[src/cssrc_pkg.sv]
package cssrc_pkg;
  // wishbone register offsets (byte addresses)
  localparam logic [7:0] ADDR_OSC_CTRL = 8'h00;
  localparam logic [7:0] ADDR_CAUSE    = 8'h04;
  localparam logic [7:0] ADDR_RTC_CAL  = 8'h08;
  localparam logic [7:0] ADDR_NVM_CTRL = 8'h0c;
  localparam logic [7:0] ADDR_DIV      = 8'h10;
  localparam logic [7:0] ADDR_IRQ_STAT = 8'h14;
  localparam logic [7:0] ADDR_IRQ_MASK = 8'h18;
  localparam logic [7:0] ADDR_STATUS   = 8'h1c;
  // oscillator source codes
  localparam logic [2:0] SRC_FRC8     = 3'h0;
  localparam logic [2:0] SRC_FRC8_PLL = 3'h1;
  localparam logic [2:0] SRC_XTAL     = 3'h2;
  localparam logic [2:0] SRC_XTAL_PLL = 3'h3;
  localparam logic [2:0] SRC_EXT      = 3'h4;
  localparam logic [2:0] SRC_EXT_PLL  = 3'h5;
  localparam logic [2:0] SRC_LOW_POWER_RC_OSC     = 3'h6;
  localparam logic [2:0] SRC_FRC500   = 3'h7;
  // osc_control_reg fields
  localparam int OSC_CUR_LSB  = 12;
  localparam int OSC_NEW_LSB  = 8;
  localparam int OSC_LOCK_BIT = 5;
  localparam int OSC_CF_BIT   = 3;
  localparam int OSC_CKO_BIT  = 1;
  localparam int OSC_SW_BIT   = 0;
  // reset_cause_reg fields
  localparam int CAUSE_POR_BIT = 0;
  localparam int CAUSE_SYS_BIT = 1;
  localparam int CAUSE_CF_BIT  = 2;
  // interrupt status bits
  localparam int IRQ_FAIL_BIT  = 0;
  localparam int IRQ_VALID_BIT = 1;
  localparam int IRQ_W         = 2;
  // divider widths: frc8 /256 -> 31 khz, frc500 /256 -> 2 khz
  localparam int DIV_W = 8;
  localparam logic [15:0] RST_ZERO = 16'h0000;
  // timing
  localparam int CLK_MHZ         = 200;
  localparam int OST_CYCLES_NOM  = 1024;
  localparam int FAIL_WINDOW_NS  = 1000;
  localparam int FAIL_WINDOW_CYC = FAIL_WINDOW_NS * CLK_MHZ / 1000;
  localparam int LOW_POWER_RC_OSC_DIV        = 6452; // 200 mhz / 31 khz
  localparam int PLL_MULT        = 4;    // 8 mhz * 4 = 32 mhz
endpackage
[src/cssrc_ctrl.sv]
`timescale 1ns/1ps
module cssrc_ctrl
  import cssrc_pkg::*;
#(
  parameter int OST_CYCLES = OST_CYCLES_NOM
) (
  input  wire logic        clk_i,
  input  wire logic        rst_i,
  input  wire logic        por_i,
  input  wire logic [2:0]  initial_osc_select_i,
  input  wire logic        clock_fail_monitor_en_i,
  input  wire logic        osc_running_i,
  input  wire logic        pll_lock_i,
  input  wire logic [7:0]  wb_adr_i,
  input  wire logic [31:0] wb_dat_i,
  input  wire logic [3:0]  wb_sel_i,
  input  wire logic        wb_we_i,
  input  wire logic        wb_cyc_i,
  input  wire logic        wb_stb_i,
  output logic      [31:0] wb_dat_o,
  output logic             wb_ack_o,
  output logic             cpu_run_o,
  output logic             trap_handler_o,
  output logic      [2:0]  active_src_o,
  output logic             pll_en_o,
  output logic             fast_div_en_o,
  output logic             clk_out_o,
  output logic             low_power_rc_osc_en_o,
  output logic             irq_o
);
  typedef enum logic [1:0] {ST_WAIT, ST_CHECK, ST_RUN} cssrc_state_t;

  function automatic logic uses_pll(input logic [2:0] s);
    return s == SRC_FRC8_PLL || s == SRC_XTAL_PLL || s == SRC_EXT_PLL;
  endfunction
  function automatic logic uses_xtal(input logic [2:0] s);
    return s == SRC_XTAL || s == SRC_XTAL_PLL;
  endfunction
  function automatic logic is_ext(input logic [2:0] s);
    return s == SRC_EXT || s == SRC_EXT_PLL;
  endfunction

  // pin synchronisers, three stages, change once stages two and three agree
  logic [2:0] run_sync_reg, lock_sync_reg;
  logic       run_q_reg, lock_q_reg;
  always_ff @(posedge clk_i) begin
    run_sync_reg  <= {run_sync_reg[1:0], osc_running_i};
    lock_sync_reg <= {lock_sync_reg[1:0], pll_lock_i};
    if (run_sync_reg[1] == run_sync_reg[2]) begin
      run_q_reg <= run_sync_reg[2];
    end
    if (lock_sync_reg[1] == lock_sync_reg[2]) begin
      lock_q_reg <= lock_sync_reg[2];
    end
  end

  cssrc_state_t state_reg, state_next;
  logic [2:0]  cur_reg, cur_next, new_reg, new_next;
  logic        sw_reg, sw_next, cf_reg, cf_next, cko_reg, cko_next;
  logic [15:0] ost_reg, ost_next;
  logic [15:0] cause_reg, cause_next;
  logic [15:0] rtc_config_calib_reg, rtc_next;
  logic [15:0] nvm_control_reg, nvm_next;
  logic [DIV_W-1:0] div_reg, div_next, dcnt_reg, dcnt_next;
  logic [IRQ_W-1:0] stat_reg, stat_next, mask_reg, mask_next;
  logic [12:0] low_power_rc_osc_reg, low_power_rc_osc_next;
  logic        cko_tgl_reg, cko_tgl_next, trap_reg, trap_next;
  logic        run_reg, run_next, low_power_rc_osc_en_reg, low_power_rc_osc_en_next;
  logic        ack_reg, ack_next;
  logic [31:0] rdat_reg, rdat_next;
  logic        wr_acc, pll_ok, xtal_ok, clk_valid, fail_ev, valid_ev;
  logic [15:0] osc_view;

  assign wr_acc   = wb_cyc_i && wb_stb_i && wb_we_i && !ack_reg && wb_sel_i[0];
  assign xtal_ok  = !uses_xtal(cur_reg) || ost_reg >= 16'(OST_CYCLES);
  assign pll_ok   = !uses_pll(cur_reg) || lock_q_reg;
  assign clk_valid = run_q_reg && xtal_ok && pll_ok;
  assign osc_view = {1'b0, cur_reg, 1'b0, new_reg, 2'b00, lock_q_reg, 1'b0,
                     cf_reg, 1'b0, cko_reg, sw_reg};

  always_comb begin
    state_next   = state_reg;
    cur_next     = cur_reg;
    new_next     = new_reg;
    sw_next      = sw_reg;
    cf_next      = cf_reg;
    cko_next     = cko_reg;
    ost_next     = ost_reg;
    cause_next   = cause_reg;
    rtc_next     = rtc_config_calib_reg;
    nvm_next     = nvm_control_reg;
    div_next     = div_reg;
    mask_next    = mask_reg;
    trap_next    = 1'b0;
    run_next     = run_reg;
    low_power_rc_osc_en_next = low_power_rc_osc_en_reg;
    fail_ev      = 1'b0;
    valid_ev     = 1'b0;
    // start-up timer counts on a running crystal, whatever the reset state
    if (!run_q_reg) begin
      ost_next = '0;
    end else if (ost_reg != 16'hffff) begin
      ost_next = ost_reg + 16'h0001;
    end
    unique case (state_reg)
      ST_WAIT: begin
        if (clock_fail_monitor_en_i) begin
          state_next = ST_CHECK;
        end else if (clk_valid) begin
          state_next = ST_RUN;
          valid_ev   = 1'b1;
        end
      end
      ST_CHECK: begin
        state_next = ST_RUN;
        if (clk_valid) begin
          valid_ev = 1'b1;
        end else begin
          cur_next   = SRC_FRC8;
          cf_next    = 1'b1;
          trap_next  = 1'b1;
          fail_ev    = 1'b1;
        end
      end
      ST_RUN: begin
        run_next = clk_valid || cur_reg == SRC_FRC8;
      end
    endcase
    if (sw_reg && state_reg == ST_RUN) begin
      cur_next = new_reg;
      sw_next  = 1'b0;
      cf_next  = 1'b0;
    end
    if (wr_acc) begin
      unique case (wb_adr_i)
        ADDR_OSC_CTRL: begin
          if (wb_sel_i[1]) begin
            new_next = wb_dat_i[10:8];
          end
          cko_next = wb_dat_i[OSC_CKO_BIT];
          if (wb_dat_i[OSC_SW_BIT]) begin
            sw_next = 1'b1;
          end
        end
        ADDR_CAUSE:    cause_next = cause_reg & ~wb_dat_i[15:0];
        ADDR_RTC_CAL:  rtc_next = wb_dat_i[15:0];
        ADDR_NVM_CTRL: nvm_next = wb_dat_i[15:0];
        ADDR_DIV:      div_next = wb_dat_i[DIV_W-1:0];
        ADDR_IRQ_MASK: mask_next = wb_dat_i[IRQ_W-1:0];
        default: ;
      endcase
    end
    // fail event wins over a same-cycle clear of the cause bit
    cause_next[CAUSE_CF_BIT] = cause_next[CAUSE_CF_BIT] | fail_ev;
    stat_next = stat_reg;
    if (wr_acc && wb_adr_i == ADDR_IRQ_STAT) begin
      stat_next = stat_reg & ~wb_dat_i[IRQ_W-1:0];
    end
    stat_next[IRQ_FAIL_BIT]  = stat_next[IRQ_FAIL_BIT] | fail_ev;
    stat_next[IRQ_VALID_BIT] = stat_next[IRQ_VALID_BIT] | valid_ev;
    // low power rc divider, free of every other source
    low_power_rc_osc_next    = (low_power_rc_osc_reg == 13'(LOW_POWER_RC_OSC_DIV - 1)) ? '0 : low_power_rc_osc_reg + 13'h1;
    low_power_rc_osc_en_next = low_power_rc_osc_reg == 13'(LOW_POWER_RC_OSC_DIV - 1);
    // fast oscillator divider enable
    dcnt_next    = (dcnt_reg >= div_reg) ? '0 : dcnt_reg + 1'b1;
    // clock out: system clock / 2 only in external modes
    cko_tgl_next = (is_ext(cur_reg) && cko_reg) ? ~cko_tgl_reg : 1'b0;
    ack_next     = wb_cyc_i && wb_stb_i && !ack_reg;
    rdat_next    = '0;
    unique case (wb_adr_i)
      ADDR_OSC_CTRL: rdat_next[15:0] = osc_view;
      ADDR_CAUSE:    rdat_next[15:0] = cause_reg;
      ADDR_RTC_CAL:  rdat_next[15:0] = rtc_config_calib_reg;
      ADDR_NVM_CTRL: rdat_next[15:0] = nvm_control_reg;
      ADDR_DIV:      rdat_next[DIV_W-1:0] = div_reg;
      ADDR_IRQ_STAT: rdat_next[IRQ_W-1:0] = stat_reg;
      ADDR_IRQ_MASK: rdat_next[IRQ_W-1:0] = mask_reg;
      ADDR_STATUS:   rdat_next[3:0] = {run_reg, clk_valid, state_reg};
      default:       rdat_next = '0;
    endcase
  end

  always_ff @(posedge clk_i) begin
    if (rst_i) begin
      state_reg   <= ST_WAIT;
      new_reg     <= SRC_FRC8;
      sw_reg      <= 1'b0;
      cf_reg      <= 1'b0;
      cko_reg     <= 1'b0;
      div_reg     <= '0;
      mask_reg    <= '0;
      stat_reg    <= '0;
      trap_reg    <= 1'b0;
      run_reg     <= 1'b0;
      ack_reg     <= 1'b0;
      rdat_reg    <= '0;
      dcnt_reg    <= '0;
      cko_tgl_reg <= 1'b0;
    end else begin
      state_reg   <= state_next;
      new_reg     <= new_next;
      sw_reg      <= sw_next;
      cf_reg      <= cf_next;
      cko_reg     <= cko_next;
      div_reg     <= div_next;
      mask_reg    <= mask_next;
      stat_reg    <= stat_next;
      trap_reg    <= trap_next;
      run_reg     <= run_next;
      ack_reg     <= ack_next;
      rdat_reg    <= rdat_next;
      dcnt_reg    <= dcnt_next;
      cko_tgl_reg <= cko_tgl_next;
    end
  end

  // reset-type dependent registers: power-on wins over system reset
  always_ff @(posedge clk_i) begin
    if (por_i) begin
      cause_reg            <= 16'h0001 << CAUSE_POR_BIT;
      rtc_config_calib_reg <= RST_ZERO;
      nvm_control_reg      <= RST_ZERO;
      cur_reg              <= initial_osc_select_i;
    end else if (rst_i) begin
      cause_reg <= cause_reg | (16'h0001 << CAUSE_SYS_BIT);
      cur_reg   <= initial_osc_select_i;
    end else begin
      cause_reg            <= cause_next;
      rtc_config_calib_reg <= rtc_next;
      nvm_control_reg      <= nvm_next;
      cur_reg              <= cur_next;
    end
  end

  always_ff @(posedge clk_i) begin
    if (por_i) begin
      low_power_rc_osc_reg    <= '0;
      low_power_rc_osc_en_reg <= 1'b0;
    end else begin
      low_power_rc_osc_reg    <= low_power_rc_osc_next;
      low_power_rc_osc_en_reg <= low_power_rc_osc_en_next;
    end
    ost_reg <= ost_next;
  end

  assign wb_dat_o              = rdat_reg;
  assign wb_ack_o              = ack_reg;
  assign cpu_run_o             = run_reg;
  assign trap_handler_o        = trap_reg;
  assign active_src_o          = cur_reg;
  assign pll_en_o              = uses_pll(cur_reg);
  assign fast_div_en_o         = dcnt_reg == '0;
  assign clk_out_o             = cko_tgl_reg;
  assign low_power_rc_osc_en_o = low_power_rc_osc_en_reg;
  assign irq_o                 = |(stat_reg & mask_reg);

  stall_hold_a: assert property (@(posedge clk_i) disable iff (rst_i)
    cpu_run_o |-> $past(clk_valid) || $past(cur_reg) == SRC_FRC8)
    else $error("cpu runs without valid clock");
  mon_start_a: assert property (@(posedge clk_i) disable iff (rst_i)
    state_reg == ST_WAIT && clock_fail_monitor_en_i |=> state_reg == ST_CHECK)
    else $error("monitor did not start");
  fallback_a: assert property (@(posedge clk_i) disable iff (rst_i)
    state_reg == ST_CHECK && !clk_valid |=> cur_reg == SRC_FRC8 && cf_reg)
    else $error("no fallback to fast osc");
  trap_a: assert property (@(posedge clk_i) disable iff (rst_i)
    state_reg == ST_CHECK && !clk_valid |=> trap_handler_o)
    else $error("no trap after fallback");
  pll_gate_a: assert property (@(posedge clk_i)
    pll_en_o |-> uses_pll(active_src_o))
    else $error("pll on for non pll source");
  xtal_ost_a: assert property (@(posedge clk_i) disable iff (rst_i)
    uses_xtal(cur_reg) && ost_reg < 16'(OST_CYCLES) |-> !clk_valid)
    else $error("crystal valid before timer");
  por_only_a: assert property (@(posedge clk_i)
    rst_i && !por_i |=> $stable(nvm_control_reg))
    else $error("nvm reg changed on system reset");
  cause_por_a: assert property (@(posedge clk_i)
    por_i |=> cause_reg[CAUSE_POR_BIT])
    else $error("cause lacks power-on");
  irq_lvl_a: assert property (@(posedge clk_i) disable iff (rst_i)
    irq_o == |(stat_reg & mask_reg))
    else $error("irq level wrong");
  fail_cov: cover property (@(posedge clk_i) fail_ev);
  valid_cov: cover property (@(posedge clk_i) valid_ev);
  switch_cov: cover property (@(posedge clk_i) sw_reg && state_reg == ST_RUN);
endmodule // cssrc_ctrl

[config.mk]
export PLATFORM = sky130hd
export DESIGN_NAME = cssrc_ctrl
export DESIGN_NICKNAME = d
export VERILOG_FILES = /design/src/cssrc_pkg.sv /design/src/cssrc_ctrl.sv
export SDC_FILE = /design/constraint.sdc
export NUM_CORES = 1
export LEC_CHECK = 0
export BUFFER_PORTS_ARGS = -buffer_cell sky130_fd_sc_hd__buf_4
export CAP_MARGIN = 20
export CORE_MARGIN = 2
export CORE_UTILIZATION = 40
export CTS_CLUSTER_SIZE = 12
export DETAILED_ROUTE_END_ITERATION = 8
export GPL_TIMING_DRIVEN = 0
export PLACE_DENSITY = 0.72
export SLEW_MARGIN = 20
export SYNTH_ARGS = -nofsm -noshare
export SYNTH_HDL_FRONTEND = slang
export SYNTH_SLANG_ARGS = --single-unit
[constraint.sdc]
create_clock -name clk_i -period 1.9 [get_ports clk_i]
set_input_delay 0.38 -clock clk_i [delete_from_list [all_inputs] [get_ports clk_i]]
set_output_delay 0.38 -clock clk_i [all_outputs]
set_load 0.05 [all_outputs]
==> flow_summary_export.csv <==
group,metric,value,unit
sta,setup_viol,1,
floorplan,core_area,15100,sq um
final_layout,drive_above_1_share,21.0,%
sta,hold_viol,0,
clock_network,cts-root-buf,"clkbuf_16",
global_route,grt_pass1_wl,24600,microns
global_route,grtUsageTotal,19.4,%
pwr,internal-power,4.97,mW
routing,wirelength,15500,microns
logic_synthesis,avgSynthCellArea,9.12,sq um
setup_path,end_kind,"output pin",
setup_path,path_max_fanout,2,
final_layout,most-common-layout-cells,"dfxtp_1, nand2_1, buf_4",
floorplan,ioPinCount,99,
routing,drt_first_pass_iters,5,
final_layout,num_antenna_cells,0,
clock_network,htree_levels,4,
status,outcome,"finished, violations left",
min_path,hold_class,"in -> reg",
routing,vias_per_cell,5.32,
final_layout,area_delta_synth_final,23.4,%
clock_network,worstSkewPairLatency,0.43,ns
floorplan,dieArea,16500,sq um
sta,rsz0062_at_grt,"yes",
floorplan,rows,45,
pwr,comb_power_share,7.8,%
global_route,grt_overflow,0,
logic_synthesis,syn-instance-count,677,
setup_path,r2r_slack,0.10,ns
logic_synthesis,syn_area,6180,sq um
clock_network,cts_sinks,137,
final_layout,layout_commonest_cell,"dfxtp_1",
sta,fin_setup_tns,-0.264,ns
clock_network,cts_tree,"done",
flow_run,max_cap_viol_count,0,
floorplan,start_util,40.8,%
logic_synthesis,synth-seq-area-share,45.2,%
sta,setup_slack,-0.264,ns
final_layout,nets,846,
placement,place.gp.congestion,0.835,
pwr,clkPwrFrac,47.4,%
routing,num_vias,5205,
pwr,ir_drop,0.569,mV
clock_network,cts-buffers-inserted,17,
pwr,p_sw,1.70,mW
sta,skew,0.00606,ns
sta,drv_slew,0,
global_route,grt_start_max_net_pins,17,
pwr,swShare,25.5,%
sta,whs,0.0541,ns
logic_synthesis,synth_edf_count,5,
sta,fmax,0.462,GHz
floorplan,die_y,128,microns
floorplan,die_x,128,microns
setup_path,crit_type,"reg -> out",
setup_path,critPathRequiredTime,1.52,ns
logic_synthesis,ys.warnings.count,0,
sta,period_needed,2.16,ns
clock_network,clkTransAtPathRegs,0.06,ns
sta,min_period_over_period,114,%
global_route,antenna_found_initial,0,
sta,worst_pin_slew,0.726,ns
placement,place_hpwl,10900,microns
logic_synthesis,yosys.cell_types.count,60,
logic_synthesis,async_reset_ff_share,0,%
logic_synthesis,ys.flop_type,"dfxtp_1",
routing,drc,0,
placement,portBuffers,62,
logic_synthesis,synth_seq_cells,137,
setup_path,worstPathArrival,1.78,ns
routing,wire_per_inst,15.8,microns
pwr,pwr-share-seq,44.7,%
clock_network,max-clock-path-buffers,2,
routing,detail-route-antenna-nets,0,
final_layout,fin_util,50.3,%
pwr,cellLeakagePower,2.98,nW
routing,drt_iter0_markers,511,
sta,relSlewSlack,51.2,%
setup_path,critPathLaunchType,"register",
pwr,power_density,875,nW/um^2
global_route,grt_pass1_vias,4814,
status,violations,"setup timing",
-- area by class of cell --
class,instances,area (sq um)
repair buffers,67,507
well taps,188,235
flip-flops and latches,137,2800
inverters,27,106
multi-input cells,481,3140
clock inverters,13,119
plain buffers,46,272
clock buffers,19,443
fillers,1387,7520
-- layer usage --
layer  part of all wire [%]  vias up  global-route usage [%]
met5                      0        -                       0
met4                    1.4        0                    6.53
met3                    6.1       18                    5.55
met2                     47      175                    30.5
met1                     46     2459                    25.6
li1                       -     2553                       -
-- worst max-delay path: stages, from the launching register on --
cell,delay (ns)
dfxtp_4,0.35
inv_4,0.06
ha_4,0.12
or4b_4,0.46
nor4_4,0.18
buf_6,0.20
-- per-stage QoR --
stage / instances / instance area [sq um] / power (mW) / setup WS (ns)
CTS: 977 / 7590 / 6.70 / -0.275
finish: 978 / 7620 / 6.67 / -0.264
global route: 978 / 7620 / 6.89 / -0.308
floorplan: 692 / 6270 / 3.38 / -0.0537
detailed placement: 942 / 6970 / 3.57 / -0.399
global placement: 942 / 6970 / 3.56 / -0.410
-- cell families (layout without fill, tap and decap cells) --
group	Yosys count	count (layout)	share of synthesized area, %
and+or+nand+nor	290	290	24.7
DFF	137	137	45.2
AOI/OAI and AO/OA	107	107	10.6
buffers and inverters	74	172	6.02
muxes	33	33	7.60
xor gates and xnor gates	22	22	3.12
adders and majority gates	13	13	2.63
other	1	16	0.0607
-- synth_stat cells, drive strengths merged, types with 10 or more instances --
cell type	count	area, sq um
o21ai	12	60.1
nand4	18	134
xnor2	17	149
nand2	101	379
and3	22	138
nor4	12	118
ha	13	163
buf	31	210
nor2b	18	113
nor3	11	55.1
nor2	49	184
a211oi	10	75.1
dfxtp	132	2640
clkbuf	16	60.1
a21oi	53	265
nand3	19	95.1
inv	27	101
mux2i	21	210
mux4	11	248
nand2b	10	70.1
-- repair_timing --
| action | in CTS | in global routing |
|---|---|---|
| resized for setup | 9 | 9 |
| hold buffers | 0 | 0 |
| cloned | 0 | 0 |
| buffers inserted | 3 | 2 |
| pin swaps | 2 | 3 |
| setup endpoints to repair | 11 | 46 |
-- worst paths after layout --
kind                     from  cells after the start                to
max reg2reg        ost_reg[1]                      5        ost_reg[9]
min             osc_running_i                      1   run_sync_reg[0]
min reg2reg  lock_sync_reg[0]                      0  lock_sync_reg[1]
max               dcnt_reg[1]                      5     fast_div_en_o
-- power groups by stage --
stage | Combinational, mW | Clock (mW) | Sequential, mW
final | 0.522 | 3.16 | 2.98
after global placement | 0.513 | 0 | 3.05
after CTS | 0.519 | 3.20 | 2.98
after global routing | 0.562 | 3.34 | 2.99
after floorplan | 0.313 | 0 | 3.07
after detailed placement | 0.516 | 0 | 3.05
(Power assumes the default switching activity.)
